`src/led_ctrl_pkg.sv`:
```
/*
  shared constants and carriers of the led display control-word port:
  input line layout, control word layout, reset values, register map.
  assumes a 32-bit ahb-lite fabric with word-aligned single transfers.
*/
package led_ctrl_pkg;

  // ****************************************
  // sizes and reset values
  // ****************************************
  localparam int          DIGITS      = 8;
  localparam int          DIG_AW      = 3;
  localparam logic [7:0]  CTRL_RESET  = 8'h10;
  localparam logic [3:0]  BURST_LAST  = 4'h7;
  localparam logic [3:0]  CNT_RESET   = 4'h0;

  // ****************************************
  // register map, byte addresses
  // ****************************************
  localparam logic [11:0] OFS_CTRL    = 12'h000;
  localparam logic [11:0] OFS_STATUS  = 12'h004;
  localparam logic [11:0] OFS_BANK_A  = 12'h020;
  localparam logic [11:0] OFS_BANK_B  = 12'h040;
  localparam logic [11:0] BANK_SPAN   = 12'h020;

  // ****************************************
  // carriers
  // ****************************************
  // the eight input lines, msb first
  typedef struct packed {
    logic       burst_flag_line;
    logic       font_select_line;
    logic       translation_select_line;
    logic       power_select_line;
    logic       bank_select_line;
    logic       input_line_2;
    logic       input_line_1;
    logic       input_line_0;
  } input_lines_t;

  // control word as held after a control write
  typedef struct packed {
    logic              burst_follows;
    logic              font_select;
    logic              no_decode;
    logic              normal_power;
    logic              bank_a;
    logic [DIG_AW-1:0] digit_addr;
  } ctrl_word_t;

  // one captured write from the strobe edge
  typedef struct packed {
    logic         valid;
    logic         to_ctrl;
    input_lines_t lines;
  } wr_event_t;

  typedef enum logic [1:0] {ST_SINGLE, ST_BURST, ST_DONE} upd_state_t;

endpackage

```
`src/led_ctrl_port.sv`:
```
/*
  control-word interpreter and display ram of an 8-digit led driver,
  with an ahb-lite read port onto its state.
  assumes host pins synchronous to hclk; hready is this slave's hreadyout.
*/
`timescale 1ns/1ps
module led_ctrl_port #(
  parameter int DIGITS = led_ctrl_pkg::DIGITS
) (
  // clock and reset
  input  wire logic                       hclk,
  input  wire logic                       hresetn,
  // ahb-lite slave
  input  wire logic                       hsel,
  input  wire logic [31:0]                haddr,
  input  wire logic [1:0]                 htrans,
  input  wire logic                       hwrite,
  input  wire logic [2:0]                 hsize,
  input  wire logic [31:0]                hwdata,
  input  wire logic                       hready,
  output      logic                       hreadyout,
  output      logic                       hresp,
  output      logic [31:0]                hrdata,
  // host write port
  input  wire logic                       write_strobe,
  input  wire logic                       mode_select,
  input  wire led_ctrl_pkg::input_lines_t data_in,
  // display side
  output      logic                       osc_enable,
  output      logic                       display_blank,
  output      logic                       font_select,
  output      logic                       no_decode,
  output      logic                       bank_b_shown,
  output      logic [DIGITS-1:0][7:0]     shown_digits,
  output      logic [DIGITS-1:0]          decimal_point_bit,
  output      logic                       burst_busy
);

  if (DIGITS != 8) begin : g_chk
    $error("led_ctrl_port: digit address is three bits, DIGITS must be 8");
  end

  // ****************************************
  // state
  // ****************************************
  led_ctrl_pkg::wr_event_t   wr_evt;
  led_ctrl_pkg::ctrl_word_t  ctrl_r;
  led_ctrl_pkg::ctrl_word_t  ctrl_nxt;
  led_ctrl_pkg::upd_state_t  state_r;
  led_ctrl_pkg::upd_state_t  state_nxt;
  logic [3:0]                cnt_r;
  logic [3:0]                cnt_nxt;
  logic [1:0][DIGITS-1:0][7:0] ram_r;
  logic [1:0][DIGITS-1:0][7:0] ram_nxt;
  logic                      wr_ok;
  logic                      wr_bank;
  logic [2:0]                wr_idx;
  logic [31:0]               rdata_r;
  logic [31:0]               rdata_nxt;

  // bank index 0 is bank a; raw segment mode always uses bank a
  function automatic logic bank_of(input led_ctrl_pkg::ctrl_word_t c);
    return !c.no_decode && !c.bank_a;
  endfunction

  strobe_capture u_cap (
    .hclk         (hclk),
    .hresetn      (hresetn),
    .write_strobe (write_strobe),
    .mode_select  (mode_select),
    .data_in      (data_in),
    .wr_evt       (wr_evt)
  );

  // ****************************************
  // interpreter
  // ****************************************
  always_comb begin
    ctrl_nxt  = ctrl_r;
    state_nxt = state_r;
    cnt_nxt   = cnt_r;
    ram_nxt   = ram_r;
    wr_bank   = bank_of(ctrl_r);
    wr_idx    = (state_r == led_ctrl_pkg::ST_BURST) ? cnt_r[2:0] : ctrl_r.digit_addr;
    wr_ok     = wr_evt.valid && !wr_evt.to_ctrl && (state_r != led_ctrl_pkg::ST_DONE);
    if (wr_evt.valid && wr_evt.to_ctrl) begin
      ctrl_nxt = led_ctrl_pkg::ctrl_word_t'(wr_evt.lines);
      cnt_nxt  = led_ctrl_pkg::CNT_RESET;
      state_nxt = wr_evt.lines.burst_flag_line ? led_ctrl_pkg::ST_BURST
                                               : led_ctrl_pkg::ST_SINGLE;
    end
    if (wr_ok) begin
      ram_nxt[wr_bank][wr_idx] = wr_evt.lines;
      case (state_r)
        led_ctrl_pkg::ST_BURST: begin
          cnt_nxt = cnt_r + 4'h1;
          if (cnt_r == led_ctrl_pkg::BURST_LAST) begin
            state_nxt = led_ctrl_pkg::ST_DONE;
          end
        end
        default: begin
          cnt_nxt = cnt_r;
        end
      endcase
    end
  end

  always_ff @(posedge hclk or negedge hresetn) begin
    if (!hresetn) begin
      ctrl_r  <= led_ctrl_pkg::CTRL_RESET;
      state_r <= led_ctrl_pkg::ST_SINGLE;
      cnt_r   <= led_ctrl_pkg::CNT_RESET;
      ram_r   <= '0;
    end else begin
      ctrl_r  <= ctrl_nxt;
      state_r <= state_nxt;
      cnt_r   <= cnt_nxt;
      ram_r   <= ram_nxt;
    end
  end

  // ****************************************
  // display side
  // ****************************************
  // shutdown stops oscillator
  assign osc_enable    = ctrl_r.normal_power;
  assign display_blank = !ctrl_r.normal_power;
  assign font_select   = ctrl_r.font_select;
  assign no_decode     = ctrl_r.no_decode;
  assign bank_b_shown  = bank_of(ctrl_r);
  assign shown_digits  = ram_r[bank_of(ctrl_r)];
  assign burst_busy    = (state_r == led_ctrl_pkg::ST_BURST);

  always_comb begin
    for (int i = 0; i < DIGITS; i++) begin
      decimal_point_bit[i] = ram_r[bank_of(ctrl_r)][i][7];
    end
  end

  // ****************************************
  // ahb-lite read port
  // ****************************************
  // zero wait state; writes accepted and dropped, the pins own the state
  always_comb begin
    rdata_nxt = rdata_r;
    if (hsel && htrans[1] && hready && !hwrite) begin
      rdata_nxt = 32'h0000_0000;
      if (haddr[11:0] == led_ctrl_pkg::OFS_CTRL) begin
        rdata_nxt[7:0] = ctrl_r;
      end else if (haddr[11:0] == led_ctrl_pkg::OFS_STATUS) begin
        rdata_nxt[5:0] = {state_r, cnt_r};
      end else if (haddr[11:0] >= led_ctrl_pkg::OFS_BANK_A &&
                   haddr[11:0] < led_ctrl_pkg::OFS_BANK_B + led_ctrl_pkg::BANK_SPAN) begin
        rdata_nxt[7:0] = ram_r[haddr[6]][haddr[4:2]];
      end
    end
  end

  always_ff @(posedge hclk or negedge hresetn) begin
    if (!hresetn) begin
      rdata_r <= 32'h0000_0000;
    end else begin
      rdata_r <= rdata_nxt;
    end
  end

  assign hrdata    = rdata_r;
  assign hreadyout = 1'b1;
  assign hresp     = 1'b0;

  // ****************************************
  // checks
  // ****************************************
  a_ctrl_load_sel: assert property (@(posedge hclk) disable iff (!hresetn)
    wr_evt.valid && wr_evt.to_ctrl |=> ctrl_r == $past(wr_evt.lines))
    else $error("control word not loaded");
  a_ram_keeps_ctrl: assert property (@(posedge hclk) disable iff (!hresetn)
    wr_evt.valid && !wr_evt.to_ctrl |=> $stable(ctrl_r))
    else $error("ram write changed control word");
  a_power_blank: assert property (@(posedge hclk) disable iff (!hresetn)
    wr_evt.valid && wr_evt.to_ctrl && !wr_evt.lines.power_select_line
      |=> display_blank && !osc_enable)
    else $error("shutdown not applied");
  a_ram_data_bits: assert property (@(posedge hclk) disable iff (!hresetn)
    wr_ok |=> ram_r[$past(wr_bank)][$past(wr_idx)] == $past(wr_evt.lines))
    else $error("ram byte not stored");
  a_single_addr: assert property (@(posedge hclk) disable iff (!hresetn)
    wr_ok && state_r == led_ctrl_pkg::ST_SINGLE
      |=> ram_r[$past(wr_bank)][$past(ctrl_r.digit_addr)] == $past(wr_evt.lines))
    else $error("single digit address wrong");
  a_bank_select: assert property (@(posedge hclk) disable iff (!hresetn)
    wr_ok && (ctrl_r.no_decode || ctrl_r.bank_a) |=> $stable(ram_r[1]))
    else $error("bank selection wrong");
  a_font_follow: assert property (@(posedge hclk) disable iff (!hresetn)
    wr_evt.valid && wr_evt.to_ctrl |=> font_select == $past(wr_evt.lines.font_select_line))
    else $error("font select not taken");
  a_raw_mode: assert property (@(posedge hclk) disable iff (!hresetn)
    wr_evt.valid && wr_evt.to_ctrl && wr_evt.lines.translation_select_line
      |=> no_decode && !bank_b_shown)
    else $error("raw segment mode not taken");
  a_burst_start: assert property (@(posedge hclk) disable iff (!hresetn)
    wr_evt.valid && wr_evt.to_ctrl |=> burst_busy == $past(wr_evt.lines.burst_flag_line)
      && cnt_r == led_ctrl_pkg::CNT_RESET)
    else $error("burst state wrong after control word");
  a_edge_capture: assert property (@(posedge hclk) disable iff (!hresetn)
    $rose(write_strobe) && mode_select |=> ##1 ctrl_r == $past(data_in, 2))
    else $error("strobe edge not captured");
  a_burst_end: assert property (@(posedge hclk) disable iff (!hresetn)
    wr_ok && burst_busy && cnt_r == led_ctrl_pkg::BURST_LAST
      |=> state_r == led_ctrl_pkg::ST_DONE)
    else $error("burst did not end after eight");
  a_done_ignores: assert property (@(posedge hclk) disable iff (!hresetn)
    state_r == led_ctrl_pkg::ST_DONE && wr_evt.valid && !wr_evt.to_ctrl |=> $stable(ram_r))
    else $error("ram written after burst");

  c_burst_full: cover property (@(posedge hclk) disable iff (!hresetn)
    burst_busy ##1 state_r == led_ctrl_pkg::ST_DONE);
  c_single_write: cover property (@(posedge hclk) disable iff (!hresetn)
    wr_ok && state_r == led_ctrl_pkg::ST_SINGLE);
  c_shutdown: cover property (@(posedge hclk) disable iff (!hresetn) display_blank);
  c_bus_read: cover property (@(posedge hclk) disable iff (!hresetn)
    hsel && htrans[1] && hready && !hwrite);

endmodule

```
`src/strobe_capture.sv`:
```
/*
  rising-edge detector for the host write strobe; takes the select and
  input lines in the cycle of the edge and hands them on as one event.
  assumes strobe, select and lines synchronous to hclk.
*/
`timescale 1ns/1ps
module strobe_capture (
  // clock and reset
  input  wire logic                       hclk,
  input  wire logic                       hresetn,
  // host pins
  input  wire logic                       write_strobe,
  input  wire logic                       mode_select,
  input  wire led_ctrl_pkg::input_lines_t data_in,
  // captured write
  output      led_ctrl_pkg::wr_event_t    wr_evt
);

  logic                    strobe_r;
  logic                    strobe_nxt;
  led_ctrl_pkg::wr_event_t evt_r;
  led_ctrl_pkg::wr_event_t evt_nxt;

  // ****************************************
  // edge detect and capture
  // ****************************************
  always_comb begin
    strobe_nxt     = write_strobe;
    evt_nxt        = evt_r;
    evt_nxt.valid  = 1'b0;
    if (write_strobe && !strobe_r) begin
      evt_nxt.valid   = 1'b1;
      evt_nxt.to_ctrl = mode_select;
      evt_nxt.lines   = data_in;
    end
  end

  // strobe history resets high: a strobe already high at release is no edge
  always_ff @(posedge hclk or negedge hresetn) begin
    if (!hresetn) begin
      strobe_r <= 1'b1;
      evt_r    <= '0;
    end else begin
      strobe_r <= strobe_nxt;
      evt_r    <= evt_nxt;
    end
  end

  assign wr_evt = evt_r;

endmodule

```
`config.mk`:
```
export PLATFORM = sky130hd
export DESIGN_NAME = led_ctrl_port
export DESIGN_NICKNAME = d
export VERILOG_FILES = /design/src/led_ctrl_pkg.sv /design/src/led_ctrl_port.sv /design/src/strobe_capture.sv
export SDC_FILE = /design/constraint.sdc
export NUM_CORES = 1
export LEC_CHECK = 0
export BUFFER_PORTS_ARGS = -buffer_cell sky130_fd_sc_hd__clkbuf_2
export CAP_MARGIN = 20
export CORE_UTILIZATION = 47
export CTS_CLUSTER_SIZE = 8
export DETAILED_ROUTE_END_ITERATION = 10
export HOLD_SLACK_MARGIN = 0.02
export PLACE_DENSITY = 0.78
export SYNTH_ARGS = -nofsm -noshare
export SYNTH_HDL_FRONTEND = slang
export SYNTH_SLANG_ARGS = --single-unit
```
`constraint.sdc`:
```
create_clock -name hclk -period 4.7 [get_ports hclk]
set_clock_uncertainty 0.1 [all_clocks]
set_input_delay 0.235 -clock hclk [delete_from_list [all_inputs] [get_ports hclk]]
set_output_delay 0.235 -clock hclk [all_outputs]
set_load 0.05 [all_outputs]
```
# Yosys cells after proc, flatten, opt, wreduce, memory -nomap -nowiden
# Cells that the tools add are included.
# Widths: inputs -> output; s select.
# classes
add_sub_neg	1
magnitude_cmp	8
n_eq_ne	5
muxes	25
reduce_logical	20
# ops
op	n
$mux 64	5
$bwmux 128	1
$demux 64 s1	1
$mux 8	4
$bmux 8 s3	1
$demux 8 s3	1
$eq 12x3->1 const B	1
$ge 12x6->1 const B	1
$logic_not 12->1	1
$lt 12x7->1 const B	1
$mux 4	3
$logic_and 1x1->1	11
$mux 10	1
$mux 2	5
$lt 3x4->1 const B	2
$logic_not 1->1	6
$mux 6	1
$add 4x1->4 const B	1
$eq 4x3->1 const B	1
$lt 1x2->1 const B	2
$ne 2x2->1 const B	2
$ge 3x1->1 const B	1
$mux 3	1
$eq 2x1->1 const B	1
4 further kinds	4
# word_totals
register_bits	161
out_inout_bits	112
elab_cells	95

# Depth between registers and ports, before layout
# depth
depth_word	9
depth_mapped	8
ltp_nobuf	6

# Modules after synthesis
# A second synthesis with hierarchy kept.
# hier_totals
cells_unflattened	630
hier_area_um2	8627.0
# modules_own_cells
mod	n_inst	cells_per_inst	area_each_um2
led_ctrl_port	1	608	8181.6
strobe_capture	1	22	445.4

# Worst setup path after synthesis
# Ideal clock, no wire load.
# synth_path
path_type	flip-flop to output port
from	register ctrl_r (netlist bit no_decode)
to	output shown_digits[55] (netlist bit)
t_arrival_ns	2.618
required_time_ns	4.365
slack_ns	1.747
stages_incl_launch_ff	6
cell_sequence	dfrtp_1 -> nor2_1 -> clkbuf_1 -> buf_1 -> mux2_2 -> buf_4
# synth_via
elab_chain_len	4
# synth_lines
element	line	rtl
from (decl)	led_ctrl_port.sv:47	led_ctrl_pkg::ctrl_word_t ctrl_r;
from (signal assigned)	led_ctrl_port.sv:110	ctrl_r <= led_ctrl_pkg::CTRL_RESET;
from (signal assigned)	led_ctrl_port.sv:115	ctrl_r <= ctrl_nxt;
$logic_not 1->1	n/a	
$logic_and 1x1->1	n/a	
net bank_b_shown	led_ctrl_port.sv:33	output logic bank_b_shown,
$mux 64 (not written as such)	led_ctrl_port.sv:131	assign shown_digits = ram_r[bank_of(ctrl_r)];
$mux 64	n/a	
to (decl)	led_ctrl_port.sv:34	output logic [DIGITS-1:0][7:0] shown_digits,
# The timed path passes the listed nets, and every way through them passes these cells. The select of a mux whose other input is x is not followed.

==> run summary <==
Outcome: completed
Yosys cell types: 49
RSZ-0062 raised after global routing: false
Worst path slowest cell: buf_4
Synth Cell Area: 8530 um2
Worst path cell trace: nor2_4 -> buf_4 -> mux2_2 -> clkbuf_2
Max-slew violations: 0
Sw Share: 42.6%
Area share of the largest cell type after synthesis: 46.6%
Clock share of power: 22.1%
Initial antenna violation count: 0
Hold Path Sink: hrdata[6]
Slew Limit Headroom: 34.7%
GRT Overall Usage: 23.3%
Post-Route WL: 20.4 mm
Share of layout cells above drive strength 1: 54.6%
CP Class: register to primary output
TNS Setup: 0 ns
Synth area leader: dfrtp_1
Critical Path RT: 4.37 ns
Fraction of registers with async set/reset: 100%
FF-to-FF Start: ctrl_r[3]
Initial DRC Count: 362
DRC Markers: 0
Final hold violations: 0
Sequential share of the synthesized area: 47.3%
Min-delay src: haddr[11]
Largest cells by area after synthesis: dfrtp_1 (47%), mux2_2 (27%), mux4_2 (7.9%), buf_4 (3.2%), nand2_1 (1.5%)
Reg-to-Reg End: ram_r[106]
Simple-Gate Fraction of Synth Area: 6.94%
H-Tree Level Count: 4
Sw power: 2.94 mW
Wire per inst: 21.0 um
Met3 usage: 4.63%
# resized after CTS: 0
Die X: 137 um
Final std cells w/o fill: 972
DR vias: 5577
Post-route minimum period: 3.09 ns
Class of the worst hold path: input pin to register
Met2 Usage GRT: 38.0%
Placed cell count: 930
CTS clk-pin slew, worst paths: 0.06 ns
CP Launch Type: register
Pwr Density: 700 nW/um2
CP peak stage delay: 0.66 ns
Max Fclk: 324 MHz
Ys flop type: dfrtp_1
Hold path cells: 4
Clk buf depth: 2
Ratio of final minimum period to clock period: 65.8%
Syn. warnings: 0
Global route overflow: 0
Worst-margin pin slew: 0.980 ns
CTS tree: yes
Post-synth top cells: mux2_2 (204), dfrtp_1 (159), buf_4 (36), nand2_1 (34), mux4_2 (30)
CTS buffer count: 17
Flops & latches, synth: 161
Die area: 18700 um2
Most frequent cell after synthesis: mux2_2
Adder-Cell Fraction of Synth Area: 0.147%
CP bufs+invs: 2
Iteration count of the initial detailed-routing pass: 4
Most crowded layer after global routing: met2
Core box area: 17500 um2
Lkg Pwr: 4.72 nW
Clock root buffer: clkbuf_16
CTS sink cnt: 161
Filler instances: 1436
First-pass GRT wire length: 31.8 mm
Critical Path Fanout Max: 51
Reg2Reg Depth: 4
Clock latency at the later pin of the worst-skew pair: 0.43 ns
Arrival time at the worst endpoint: 2.76 ns
Largest net degree at the start of global routing: 91
Internal power: 3.96 mW
Post-route ant nets: 0
Setup slack, reg-to-reg: 1.95 ns
Area grow syn2layout: 15.5%
Routability cong.: 0.816
Detailed placement HPWL: 13.4 mm
Post-Synth XOR/XNOR Area: 0.308%
Io pins: 196
Number of buffers added on ports: 113
Synth Area in Compound Gates: 2.38%
Max-Cap Viols: 0
# rows: 48
Post-synthesis mux area share: 37.7%
Vias in the first global route: 5645
# nets final: 820
Syn Area/Cell: 13.5 um2
EDFF count, synth: 0
Final setup viols: 0
Crit end category: primary output
Largest family of logic cells by synthesized area: multiplexers
Sequential share of power: 33.6%
Fin Hold WS: 0.171 ns
Met1 usage: 30.8%
Initial Utilization: 48.7%
Largest delay share family, worst path: buffers and inverters
Post-Synthesis Cells: 632
Comb pwr share: 44.3%
N_diodes: 0
Die height: 137 um
Average via count per standard cell: 5.74
Max VDD drop: 0.484 mV
Number of cells on the critical path: 4
## worst min-delay path: cells and delay by family
kind | cells | cell delay [ns]
compound gates | 1 | 0.12
simple gates | 2 | 0.22
buf+inv | 1 | 0.08
## cells in the final DEF, fill, tap and decap left out, types with 11 or more instances in the layout
master	n
nand2_1	34
mux4_2	30
clkbuf_16	17
dlygate4sd3_1	11
nand2b_1	17
mux2_2	204
conb_1	26
dfrtp_1	159
nor2_1	17
clkbuf_2	112
## sequential cells by signal, indices dropped and copies added, names as in the netlist
signal and count:
cnt_r 4, ctrl_r 5, font_select 1, hrdata 8
no_decode 1, osc_enable 1, ram_r 128, state_r 2
u_cap.strobe_r 1, u_cap.wr_evt 10
## cell families (layout without fill, tap and decap cells)
family	count (synthesis)	count (layout)
flops	161	161
xor+xnor	3	3
fa+ha+maj	1	1
mux	252	252
other cells	2	26
compound gates	28	28
buf+inv	75	166
simple gates	110	110
## what timing repair did
item / in CTS / in global routing
hold buffers: 11 / 0
hold endpoints to repair: 97 / 0
setup buffers: 0 / 0
## power groups by stage
stage          Clock, mW  Sequential, mW  Combinational [mW]
3_3_place_gp           0            2.29                3.02
5_1_grt             1.61            2.38                3.22
6_report            1.53            2.32                3.06
2_1_floorplan          0            2.23                2.50
4_1_cts             1.54            2.31                3.08
3_5_place_dp           0            2.32                3.06
## through the flow
step	instance area (um2)	power, mW	setup WS (ns)	utilization [%]
6_report	9860	6.90	1.61	56.2
4_1_cts	9860	6.93	1.62	56.2
5_1_grt	9860	7.20	1.50	56.2
3_3_place_gp	9100	5.30	1.86	51.9
2_1_floorplan	8620	4.73	1.75	-
3_5_place_dp	9100	5.38	1.85	51.9
## metal layers
metal	wire length [um]	vias to the layer above
met5	0	-
met4	505	0
met3	1100	36
met2	9960	201
met1	8830	2880
li1	-	2460
## cell type report
class	count	area, um2	share of cell area (%)
clock buffers	21	470	4.77
multi-input cells	420	4150	42.1
clock inverters	10	181	1.84
inverters	6	22.5	0.228
flip-flops and latches	161	4030	40.9
repair buffers	129	719	7.30
well taps	225	282	2.86
## worst max path at each step
stage | slack, ns | end | start
after floorplan | 1.75 | shown_digits[55] | no_decode
after global placement | 1.86 | hrdata[2] | haddr[6]
after detailed placement | 1.85 | hrdata[2] | haddr[6]
after CTS | 1.62 | shown_digits[48] | ctrl_r[3]
after global routing | 1.50 | shown_digits[9] | ctrl_r[3]
final | 1.61 | shown_digits[33] | ctrl_r[3]
(Power assumes the default switching activity.)
